--- src/shared/rtc_pkg.sv ---
package rtc_pkg;

   // ------------------------------------------------------------
   // Register indices
   // ------------------------------------------------------------
   localparam logic [7:0] IDX_MONTH = 8'h08;
   localparam logic [7:0] IDX_YEAR  = 8'h09;
   localparam logic [7:0] IDX_A     = 8'h0a;
   localparam logic [7:0] IDX_B     = 8'h0b;
   localparam logic [7:0] IDX_C     = 8'h0c;
   localparam logic [7:0] RST_BYTE  = 8'h00;

   // ------------------------------------------------------------
   // Field positions
   // ------------------------------------------------------------
   localparam int A_UIP  = 7;
   localparam int A_DVHI = 6;
   localparam int B_SET  = 7;
   localparam int B_PIE  = 6;
   localparam int B_UIE  = 4;
   localparam int B_SQWE = 3;
   localparam int B_DM   = 2;
   localparam int B_24H  = 1;
   localparam int B_DSE  = 0;
   localparam int C_IRQF = 7;

   // ------------------------------------------------------------
   // Divider codes and prescale counts
   // ------------------------------------------------------------
   localparam logic [2:0] DV_4M  = 3'h0;
   localparam logic [2:0] DV_1M  = 3'h1;
   localparam logic [7:0] PRE_4M  = 8'h80;
   localparam logic [7:0] PRE_1M  = 8'h20;
   localparam logic [7:0] PRE_32K = 8'h01;

   // ------------------------------------------------------------
   // Timing, from nanoseconds to time-base ticks of 1/32768 s
   // ------------------------------------------------------------
   localparam longint BASE_HZ = 32768;
   localparam longint LEAD_NS = 244000;
   localparam longint UPD_NS  = 1984000;
   localparam logic [14:0] LEAD_TICKS =
      15'((LEAD_NS * BASE_HZ + 64'd999999999) / 64'd1000000000);
   localparam logic [14:0] UPD_TICKS =
      15'((UPD_NS * BASE_HZ) / 64'd1000000000);
   localparam logic [14:0] LEAD_START = 15'h7fff - LEAD_TICKS + 15'h1;
   localparam logic [14:0] DIV_LAST   = 15'h7fff;

   // ------------------------------------------------------------
   // Types
   // ------------------------------------------------------------
   typedef struct packed {
      logic       rd;
      logic       wr;
      logic       data_sel;
      logic [7:0] wdata;
   } io_req_t;

   typedef struct packed {
      logic       valid;
      logic [7:0] month;
      logic [7:0] year;
   } cal_upd_t;

   typedef struct packed {
      logic sqwe;
      logic binary;
      logic hour24;
      logic dst;
   } mode_t;

   typedef enum logic [1:0] {
      UPD_IDLE = 2'b00,
      UPD_LEAD = 2'b01,
      UPD_BUSY = 2'b11
   } upd_state_t;

endpackage

--- src/design/rtc_calendar_control.sv ---
`timescale 1ns/1ps
`default_nettype none

module rtc_calendar_control (
   // Clock and resets
   input  wire  logic              sys_clk,
   input  wire  logic              rst_n,
   input  wire  logic              supply_loss_reset_n,
   // Oscillator edge pulse
   input  wire  logic              osc_tick,
   // Index and data port access
   input  wire  rtc_pkg::io_req_t  io,
   output var   logic [7:0]        io_rdata_r,
   // Time-keeping side
   input  wire  logic              alarm_match,
   input  wire  rtc_pkg::cal_upd_t cal_in,
   output var   logic              update_start_r,
   output var   logic              update_end_r,
   output var   rtc_pkg::mode_t    mode_r,
   output var   logic [7:0]        month_r,
   output var   logic [7:0]        year_r,
   // Square wave and interrupt
   output var   logic              sqw_r,
   output var   logic              irq_r
);
   import rtc_pkg::*;

   // ------------------------------------------------------------
   // Functions
   // ------------------------------------------------------------
   // Mask of divider bits that must be all ones for a periodic event.
   function automatic logic [14:0] period_mask(input logic [3:0] rs);
      logic [14:0] m;
      m = 15'h0;
      for (int i = 0; i < 15; i++) begin
         if (i < int'(rs) - 1) begin
            m[i] = 1'b1;
         end
      end
      return m;
   endfunction

   // ------------------------------------------------------------
   // State
   // ------------------------------------------------------------
   logic [7:0]  idx_r;
   logic [6:0]  reg_a_r;
   logic [7:0]  reg_b_r;
   logic [2:0]  flags_r;
   logic        irqf_r;
   logic [7:0]  pre_r;
   logic [14:0] div_r;
   logic [14:0] upd_cnt_r;
   upd_state_t  st_r;
   upd_state_t  st_nxt;

   // ------------------------------------------------------------
   // Port decode
   // ------------------------------------------------------------
   wire logic idx_wr  = io.wr & ~io.data_sel;
   wire logic dat_wr  = io.wr & io.data_sel;
   wire logic dat_rd  = io.rd & io.data_sel;
   wire logic wr_mon  = dat_wr & (idx_r == IDX_MONTH);
   wire logic wr_yr   = dat_wr & (idx_r == IDX_YEAR);
   wire logic wr_a    = dat_wr & (idx_r == IDX_A);
   wire logic wr_b    = dat_wr & (idx_r == IDX_B);
   wire logic rd_c    = dat_rd & (idx_r == IDX_C);
   wire logic sup_rst = ~supply_loss_reset_n;

   // ------------------------------------------------------------
   // Prescaler and divider
   // ------------------------------------------------------------
   // A divider code with its top bit set parks the whole chain at zero.
   wire logic       dv_run = ~reg_a_r[A_DVHI];
   wire logic [2:0] dv     = reg_a_r[6:4];
   wire logic [7:0] pre_lim =
      (dv == DV_4M) ? PRE_4M :
      (dv == DV_1M) ? PRE_1M : PRE_32K;
   wire logic base_tick =
      dv_run & osc_tick & (pre_r == pre_lim - 8'h1);
   wire logic sec_wrap = base_tick & (div_r == DIV_LAST);
   wire logic [7:0] pre_nxt =
      ~dv_run   ? 8'h0 :
      base_tick ? 8'h0 :
      osc_tick  ? pre_r + 8'h1 : pre_r;
   wire logic [14:0] div_nxt =
      ~dv_run   ? 15'h0 :
      base_tick ? div_r + 15'h1 : div_r;

   // ------------------------------------------------------------
   // Periodic event and square wave
   // ------------------------------------------------------------
   wire logic [3:0]  rs   = reg_a_r[3:0];
   wire logic [14:0] pmsk = period_mask(rs);
   wire logic per_ev =
      base_tick & (rs != 4'h0) & ((div_r & pmsk) == pmsk);
   wire logic sqw_nxt =
      ~reg_b_r[B_SQWE] ? 1'b0 :
      per_ev ? ~sqw_r : sqw_r;

   // ------------------------------------------------------------
   // Update cycle sequencer
   // ------------------------------------------------------------
   // Inhibit or a stopped divider drops straight back to idle, so an
   // update that is running never reports its end.
   wire logic halt    = reg_b_r[B_SET] | ~dv_run;
   wire logic in_lead = div_r >= LEAD_START;
   wire logic upd_done =
      (st_r == UPD_BUSY) & ~halt & base_tick &
      (upd_cnt_r == UPD_TICKS - 15'h1);
   wire logic upd_go = (st_r == UPD_LEAD) & ~halt & sec_wrap;

   always_comb begin
      st_nxt = st_r;
      case (st_r)
         UPD_IDLE: begin
            if (~halt & in_lead & ~sec_wrap) begin
               st_nxt = UPD_LEAD;
            end
         end
         UPD_LEAD: begin
            if (halt) begin
               st_nxt = UPD_IDLE;
            end else if (sec_wrap) begin
               st_nxt = UPD_BUSY;
            end
         end
         UPD_BUSY: begin
            if (halt | upd_done) begin
               st_nxt = UPD_IDLE;
            end
         end
         default: st_nxt = UPD_IDLE;
      endcase
   end

   wire logic [14:0] upd_cnt_nxt =
      upd_go ? 15'h0 :
      (st_r == UPD_BUSY && base_tick) ? upd_cnt_r + 15'h1 : upd_cnt_r;

   // Inhibit masks the flag from the cycle after it is written, before the state returns to idle.
   wire logic uip = (st_r != UPD_IDLE) & ~reg_b_r[B_SET];

   // ------------------------------------------------------------
   // Flags
   // ------------------------------------------------------------
   wire logic [2:0] en = reg_b_r[6:4];
   wire logic [2:0] ev = {per_ev, alarm_match, upd_done};
   // An event in the cycle of the clearing read survives the read.
   wire logic [2:0] flags_nxt =
      sup_rst ? 3'h0 :
      ((rd_c ? 3'h0 : flags_r) | ev);
   wire logic irqf_nxt =
      ~sup_rst & (|(flags_nxt & en));

   // ------------------------------------------------------------
   // Register next values
   // ------------------------------------------------------------
   wire logic [6:0] reg_a_nxt = wr_a ? io.wdata[6:0] : reg_a_r;
   wire logic [7:0] b_wr = wr_b ? io.wdata : reg_b_r;
   wire logic [7:0] reg_b_nxt =
      sup_rst ? {b_wr[7], 3'h0, b_wr[3:0]} : b_wr;
   wire logic [7:0] month_nxt =
      wr_mon ? io.wdata :
      (upd_done & cal_in.valid) ? cal_in.month : month_r;
   wire logic [7:0] year_nxt =
      wr_yr ? io.wdata :
      (upd_done & cal_in.valid) ? cal_in.year : year_r;
   wire mode_t mode_nxt = '{
      sqwe:   reg_b_r[B_SQWE],
      binary: reg_b_r[B_DM],
      hour24: reg_b_r[B_24H],
      dst:    reg_b_r[B_DSE]
   };

   // ------------------------------------------------------------
   // Read mux
   // ------------------------------------------------------------
   // Indices outside this group read as zero here.
   wire logic [7:0] rd_mux =
      (idx_r == IDX_MONTH) ? month_r :
      (idx_r == IDX_YEAR)  ? year_r :
      (idx_r == IDX_A)     ? {uip, reg_a_r} :
      (idx_r == IDX_B)     ? reg_b_r :
      (idx_r == IDX_C)     ? {irqf_r, flags_r, 4'h0} :
      RST_BYTE;
   wire logic [7:0] rdata_nxt =
      dat_rd ? rd_mux :
      io.rd  ? idx_r : io_rdata_r;

   // ------------------------------------------------------------
   // Flip-flops
   // ------------------------------------------------------------
   always_ff @(posedge sys_clk) begin
      if (!rst_n) begin
         idx_r   <= RST_BYTE;
         reg_a_r <= 7'h0;
         reg_b_r <= RST_BYTE;
         month_r <= RST_BYTE;
         year_r  <= RST_BYTE;
      end else begin
         idx_r   <= idx_wr ? io.wdata : idx_r;
         reg_a_r <= reg_a_nxt;
         reg_b_r <= reg_b_nxt;
         month_r <= month_nxt;
         year_r  <= year_nxt;
      end
   end

   always_ff @(posedge sys_clk) begin
      if (!rst_n) begin
         pre_r     <= 8'h0;
         div_r     <= 15'h0;
         upd_cnt_r <= 15'h0;
         st_r      <= UPD_IDLE;
      end else begin
         pre_r     <= pre_nxt;
         div_r     <= div_nxt;
         upd_cnt_r <= upd_cnt_nxt;
         st_r      <= st_nxt;
      end
   end

   always_ff @(posedge sys_clk) begin
      if (!rst_n) begin
         flags_r <= 3'h0;
         irqf_r  <= 1'b0;
         irq_r   <= 1'b0;
      end else begin
         flags_r <= flags_nxt;
         irqf_r  <= irqf_nxt;
         irq_r   <= irqf_nxt;
      end
   end

   always_ff @(posedge sys_clk) begin
      if (!rst_n) begin
         io_rdata_r     <= RST_BYTE;
         update_start_r <= 1'b0;
         update_end_r   <= 1'b0;
         mode_r         <= '0;
         sqw_r          <= 1'b0;
      end else begin
         io_rdata_r     <= rdata_nxt;
         update_start_r <= upd_go;
         update_end_r   <= upd_done;
         mode_r         <= mode_nxt;
         sqw_r          <= sqw_nxt;
      end
   end

endmodule

`default_nettype wire

--- config.mk ---
export PLATFORM = sky130hd
export DESIGN_NAME = rtc_calendar_control
export DESIGN_NICKNAME = d
export VERILOG_FILES = /design/src/shared/rtc_pkg.sv /design/src/design/rtc_calendar_control.sv
export SDC_FILE = /design/constraint.sdc
export NUM_CORES = 1
export LEC_CHECK = 0
export BUFFER_PORTS_ARGS = -buffer_cell sky130_fd_sc_hd__buf_2
export CAP_MARGIN = 20
export CORE_AREA = 2 2 110 112
export DETAILED_ROUTE_END_ITERATION = 10
export DIE_AREA = 0 0 112 114
export PLACE_DENSITY = 0.7
export SLEW_MARGIN = 5
export SYNTH_ARGS = -nofsm -noshare
export SYNTH_HDL_FRONTEND = slang
export SYNTH_SLANG_ARGS = --single-unit
export TNS_END_PERCENT = 100
--- constraint.sdc ---
create_clock -name sys_clk -period 3.44 [get_ports sys_clk]
set_input_delay 0.344 -clock sys_clk [delete_from_list [all_inputs] [get_ports sys_clk]]
set_output_delay 0.344 -clock sys_clk [all_outputs]
set_load 0.1 [all_outputs]
; ---- After elaboration in Yosys (flattened, before gate mapping)
; Cells that the tools add are included.
[op_classes]
n_addsub = 5
order_cmp = 16
n_eq_ne = 15
n_mux = 36
bitwise = 35
n_reduce_logical = 15
[op_table]
columns = operator, n
row1 = 8-bit 2-to-1 mux, 13
row2 = "8-bit by 4-bit equality test with 1-bit output, second input constant", 5
row3 = "5-bit less-than comparator, first input constant", 7
row4 = "15-bit by 1-bit adder with 15-bit output, second input constant", 2
row5 = 1-bit bitwise AND, 23
row6 = "4-bit by 5-bit less-than comparator with 1-bit output, first input constant", 4
row7 = 15-bit bitwise AND, 1
row8 = 15-bit equality test, 1
row9 = "15-bit equality test, second input constant", 1
row10 = "15-bit by 7-bit equality test with 1-bit output, second input constant", 1
row11 = "15-bit >= comparator, second input constant", 1
row12 = 1-bit 2-to-1 mux, 15
row13 = "3-bit by 5-bit less-than comparator with 1-bit output, first input constant", 2
row14 = "8-bit by 1-bit adder with 8-bit output, second input constant", 1
row15 = 8-bit equality test, 1
row16 = 2-bit 2-to-1 mux, 4
row17 = 2-bit nonzero test, 4
row18 = "8-bit by 1-bit subtractor with 8-bit output, second input constant", 1
row19 = 1-bit NOT, 7
row20 = 3-bit 2-to-1 mux, 2
row21 = 6-bit 2-to-1 mux, 1
row22 = 2-bit case mux with 3 select lines, 1
row23 = 3-bit OR reduction, 2
row24 = "1-bit by 5-bit less-than comparator with 1-bit output, first input constant", 1
row25 = 17 further kinds, 21
[word_totals]
regBits = 98
input_bits = 33
output_inout_bits = 32
word_cells = 142

; ---- Depth between registers and ports, before layout
[depth]
ltp_word = 13
depth_mapped = 12
ltp_nobuf = 9

; ---- Worst setup path before layout
; No wires, ideal clock.
[synth_timing]
path_kind = register -> register
from = register reg_a_r[6]
to = register year_r[4]
setup_ns = 0.127
t_arrival_ns = 2.320
required_ns = 3.313
slack_ns = 0.993
stages_incl_launch_ff = 13
n_path_buf = 3
period_less_slack_ns = 2.447
cell_sequence = dfxtp_1 buf_6 nor2_1 nand2_1 ha_1 xnor2_1 nor3_1 o221a_4 buf_6 nand3_4 buf_8 mux2i_1 o22ai_1
[synth_via]
elab_chain_cells = 10
word_cells_on_any_way = 16
classes_between = add/sub (1) / eq/ne (2) / mux (2) / bitwise (9) / reduce/logical (2)
[synth_lines]
columns = element, line_no
row1 = from (decl), rtc_calendar_control.sv:47  ; logic [6:0] reg_a_r;
row2 = from (signal assigned), rtc_calendar_control.sv:203  ; reg_a_r <= reg_a_nxt;
row3 = 3-bit by 1-bit equality test with 1-bit output, rtc_calendar_control.sv:78  ; (dv == DV_1M) ? PRE_1M : PRE_32K;
row4 = 6-bit 2-to-1 mux, rtc_calendar_control.sv:78
row5 = 8-bit 2-to-1 mux, rtc_calendar_control.sv:77  ; (dv == DV_4M) ? PRE_4M :
row6 = 8-bit by 1-bit subtractor with 8-bit output, rtc_calendar_control.sv:80  ; dv_run & osc_tick & (pre_r == pre_lim - 8'h1);
row7 = 8-bit equality test, rtc_calendar_control.sv:80
row8 = 1-bit bitwise AND, rtc_calendar_control.sv:80
row9 = 1-bit bitwise AND * (2 in series), rtc_calendar_control.sv:109  ; (st_r == UPD_BUSY) & ~halt & base_tick &
row10 = 1-bit bitwise AND *, rtc_calendar_control.sv:168  ; (upd_done & cal_in.valid) ? cal_in.year : year_r;
row11 = 2-bit nonzero test (no source line) *, --
row12 = to (signal assigned), rtc_calendar_control.sv:206  ; year_r <= year_nxt;
row13 = to (decl), rtc_calendar_control.sv:21  ; output var logic [7:0] year_r,
; Mark *: on every way between the ends. The rest lies on a longest branch, timed or not.
; A chain may end at the register's enable or synchronous reset.

; ---- Worst setup path after layout
[layout_timing]
from = register reg_a_r[6]
to = register upd_cnt_r[0]
[layout_via]
elab_chain_cells = 9
word_cells_on_any_way = 16
classes_between = add/sub (1) / eq/ne (2) / mux (2) / bitwise (8) / reduce/logical (3)
[layout_lines]
columns = element, line_no
row1 = 3-bit by 1-bit equality test with 1-bit output, rtc_calendar_control.sv:78
row2 = 6-bit 2-to-1 mux, rtc_calendar_control.sv:78
row3 = 8-bit 2-to-1 mux, rtc_calendar_control.sv:77
row4 = 8-bit by 1-bit subtractor with 8-bit output, rtc_calendar_control.sv:80
row5 = 8-bit equality test, rtc_calendar_control.sv:80
row6 = 1-bit bitwise AND, rtc_calendar_control.sv:80
row7 = 1-bit bitwise AND, rtc_calendar_control.sv:81  ; wire logic sec_wrap = base_tick & (div_r == DIV_LAST);
row8 = 1-bit bitwise AND, rtc_calendar_control.sv:111  ; wire logic upd_go = (st_r == UPD_LEAD) & ~halt & sec_wrap;
row9 = 2-bit OR reduction (no source line), --
row10 = to (signal assigned), rtc_calendar_control.sv:219  ; upd_cnt_r <= upd_cnt_nxt;
row11 = to (decl), rtc_calendar_control.sv:53  ; logic [14:0] upd_cnt_r;
; Several ways; a longest one is shown, not always the timed one.

==> impl_metrics.yaml <==
final_layout:
  multiInputGateArea_mm2: 0.00284
  fill_cells: 1111
  layout-drive-gt1-share_pct: 15.6
  num_antenna_cells: 0
  syn2layout_area_growth_pct: 13.1
  fin_nets: 665
  ff_latch_area_mm2: 0.00196
clocking:
  cts-root-buf: "clkbuf_16"
  hold_buffers: 0
  postCtsSetupBuffers: 0
  cts.sinks: 98
  cts_tree: "built"
  ctsResizeCount: 0
  path_clk_slew_ns: 0.07
  clock_path_buffers: 2
  ctsHtreeMaxLevel: 3
  clk_latency_ns: 0.35
  cts_inserted_buffers: 9
setup_path:
  worstSetupStartpointType: "flop"
  rr_startpoint: "reg_a_r[6]$_SDFFE_PN0P_"
  critPathKind: "flop to flop"
  cp_data_arrival_time_ns: 3.22
  crit_top_cell: "nor2_1"
  crit_path_cell_trace: "nor2_1, nand2_1, ha_1, xnor2_1, nor3_1, o221a_4, nand3_2, o31ai_4, nor2_1"
  max_stage_delay_ns: 0.58
  critPathMaxFanout: 21
  rr_endpoint: "upd_cnt_r[0]$_SDFFE_PP0P_"
  critPathRequiredTime_ns: 3.65
  critPathSlowestCell: "o31ai_4"
  rr_worst_depth: 9
  reg2reg_slack_ns: 0.43
  cp-end-kind: "flop"
min_path:
  hold_class: "input port to flop"
  whs_path_depth: 3
  worstHoldEndpoint: "flags_r[1]$_SDFF_PN0_"
  hold_path_startpoint: "alarm_match"
floorplanning:
  io_pins: 65
  dieArea_mm2: 0.0128
  rows: 40
  die_y_um: 114
  coreArea_mm2: 0.0117
  die_x_um: 112
  start_util_pct: 42.8
yosys:
  synthTopCellsByArea: "dfxtp_1 39%, mux2i_1 8.2%, nor2_1 5.7%"
  syn_avg_cell_area_um2: 8.67
  ys_warn_count: 0
  yosysTopAreaCellShare_pct: 39.1
  synth_nets: 619
  synth-edff-count: 0
  yosysTopAreaCell: "dfxtp_1"
  netlist_area_mm2: 0.00501
  synth-main-ff-cell: "dfxtp_1"
  synth_common_cells: "98 x dfxtp_1, 76 x nor2_1, 41 x mux2i_1"
  syn_inst: 578
  yosysSeqAreaShare_pct: 39.1
  synthArstFlopShare_pct: 0
  ys_seq_elements: 98
  ys_types: 60
  yosysMostFrequentCell: "dfxtp_1"
sta:
  skew_ns: 0.0107
  worst_slack_ns: 0.429
  min_period_over_period_pct: 87.5
  setup_tns_ns: 0
  rsz0062_at_grt: "false"
  fin_crit_ns: 3.01
  finalSetupViolations: 0
  worst_pin_slew_ns: 0.779
  finalHoldViolCount: 0
  maxSlewHeadroom_pct: 47.3
  fmax_mhz: 332
  final_max_slew_viol_count: 0
detailed_routing:
  postRouteAntennaNets: 0
  routed_wl_mm: 12.5
  viasPerCell: 5.63
  first_pass_iters: 5
  wire_per_inst_um: 16.1
  drtIter0Drc: 258
  drc_errors: 0
  dr_total_vias: 4365
power:
  power_leakage_uw: 0.00230
  p_per_area_mw_per_mm2: 410
  ir_worst_vdd_uv: 279
global_routing:
  grt_pass1_vias: 4205
  gr-usage-all-layers_pct: 19.9
  antenna_found_initial: 0
  grt_overflow: 0
  grt_max_degree: 35
  grt_pass1_wl_mm: 20.7
place:
  routabilityCongestion: 0.903
  pre_cts_slack_ns: 0.433
  io_buffer_count: 64
  dp_hpwl_mm: 8.92
job:
  maxCapViolCount: 0
outcome:
  status: "complete, no violations"
cell usage in the layout, fill, tap and decap left out, types with 6 or more instances in the layout:
master	count
nand2b_1	12
nor2_1	76
nand3_1	20
and3_1	7
o21ai_0	31
xor2_1	15
xnor2_1	14
o22ai_1	11
nand2_1	39
inv_1	15
a21oi_1	35
clkbuf_16	9
mux2i_1	41
or3_1	10
buf_2	64
nand4_1	16
nor3_1	11
nor2b_1	10
ha_1	8
nor4_1	6
and2_1	11
dfxtp_1	98
critical path, delay by kind of cell (launching register included):
kind | cells | cell delay, ns
AOI/OAI and AO/OA | 2 | 0.98
and+or+nand+nor | 5 | 0.96
DFF | 1 | 0.42
adders and majority gates | 1 | 0.29
xor gates and xnor gates | 1 | 0.20
logic make-up (layout without fill, tap and decap cells):
logic type               Yosys count  count (layout)  share of synthesized area (%)
adder cells (fa/ha/maj)            8               8                           2.00
multiplexers                      45              45                           9.98
AND/OR/NAND/NOR                  241             241                           25.7
flip-flops                        98              98                           39.1
XOR/XNOR                          29              29                           5.07
buffers and inverters             46              97                           4.17
AO/OA/AOI/OAI                    111             111                           14.0
routing by layer:
layer | global-route usage [%] | wire length [µm]
met1 | 25.7 | 5740
met2 | 33.4 | 5840
met3 | 4.04 | 667
met4 | 7.15 | 249
met5 | 0 | 0
sequential cells by signal, summed over array words and instances (netlist names):
signal and flops:
div_r 15, flags_r 3, idx_r 8, io_rdata_r 8, irqf_r 1, mode_r 4
month_r 8, pre_r 8, reg_a_r 7, reg_b_r 8, sqw_r 1, st_r 2
upd_cnt_r 15, update_end_r 1, update_start_r 1, year_r 8
layout make-up:
type                    instances  share of cell area, %
inverters                      15                  0.993
multi-input cells             434                   50.2
clock inverters                 6                  0.861
repair buffers                 66                   5.92
clock buffers                  10                   4.22
flip-flops and latches         98                   34.6
well taps                     147                   3.25
stage by stage:
stage	total power, µW	utilization, %	hold slack, ns	area [µm²]	instances
finish	2320	48.4	0.259	5670	776
floorplan	1310	-	0.447	5010	578
global placement	1370	45.9	0.477	5380	760
global route	2400	48.4	0.267	5670	776
detailed placement	1370	45.9	0.487	5380	760
CTS	2330	48.4	0.256	5670	776
worst max-delay path by stage:
stage	start	end	slack [ns]	depth (start not counted)
floorplan	reg_a_r[6]$_SDFFE_PN0P_	year_r[4]$_SDFFE_PN0P_	0.99	12
global placement	reg_a_r[6]$_SDFFE_PN0P_	upd_cnt_r[0]$_SDFFE_PP0P_	0.64	9
detailed placement	reg_a_r[6]$_SDFFE_PN0P_	upd_cnt_r[0]$_SDFFE_PP0P_	0.43	9
CTS	reg_a_r[6]$_SDFFE_PN0P_	upd_cnt_r[0]$_SDFFE_PP0P_	0.42	9
global route	reg_a_r[6]$_SDFFE_PN0P_	upd_cnt_r[13]$_SDFFE_PP0P_	0.20	9
finish	reg_a_r[6]$_SDFFE_PN0P_	upd_cnt_r[0]$_SDFFE_PP0P_	0.43	9
power breakdown:
group	switching (µW)	internal [µW]
Sequential	20.6	1150
Clock	457	518
Combinational	125	53.5
Power figures use the tool's default switching activity.
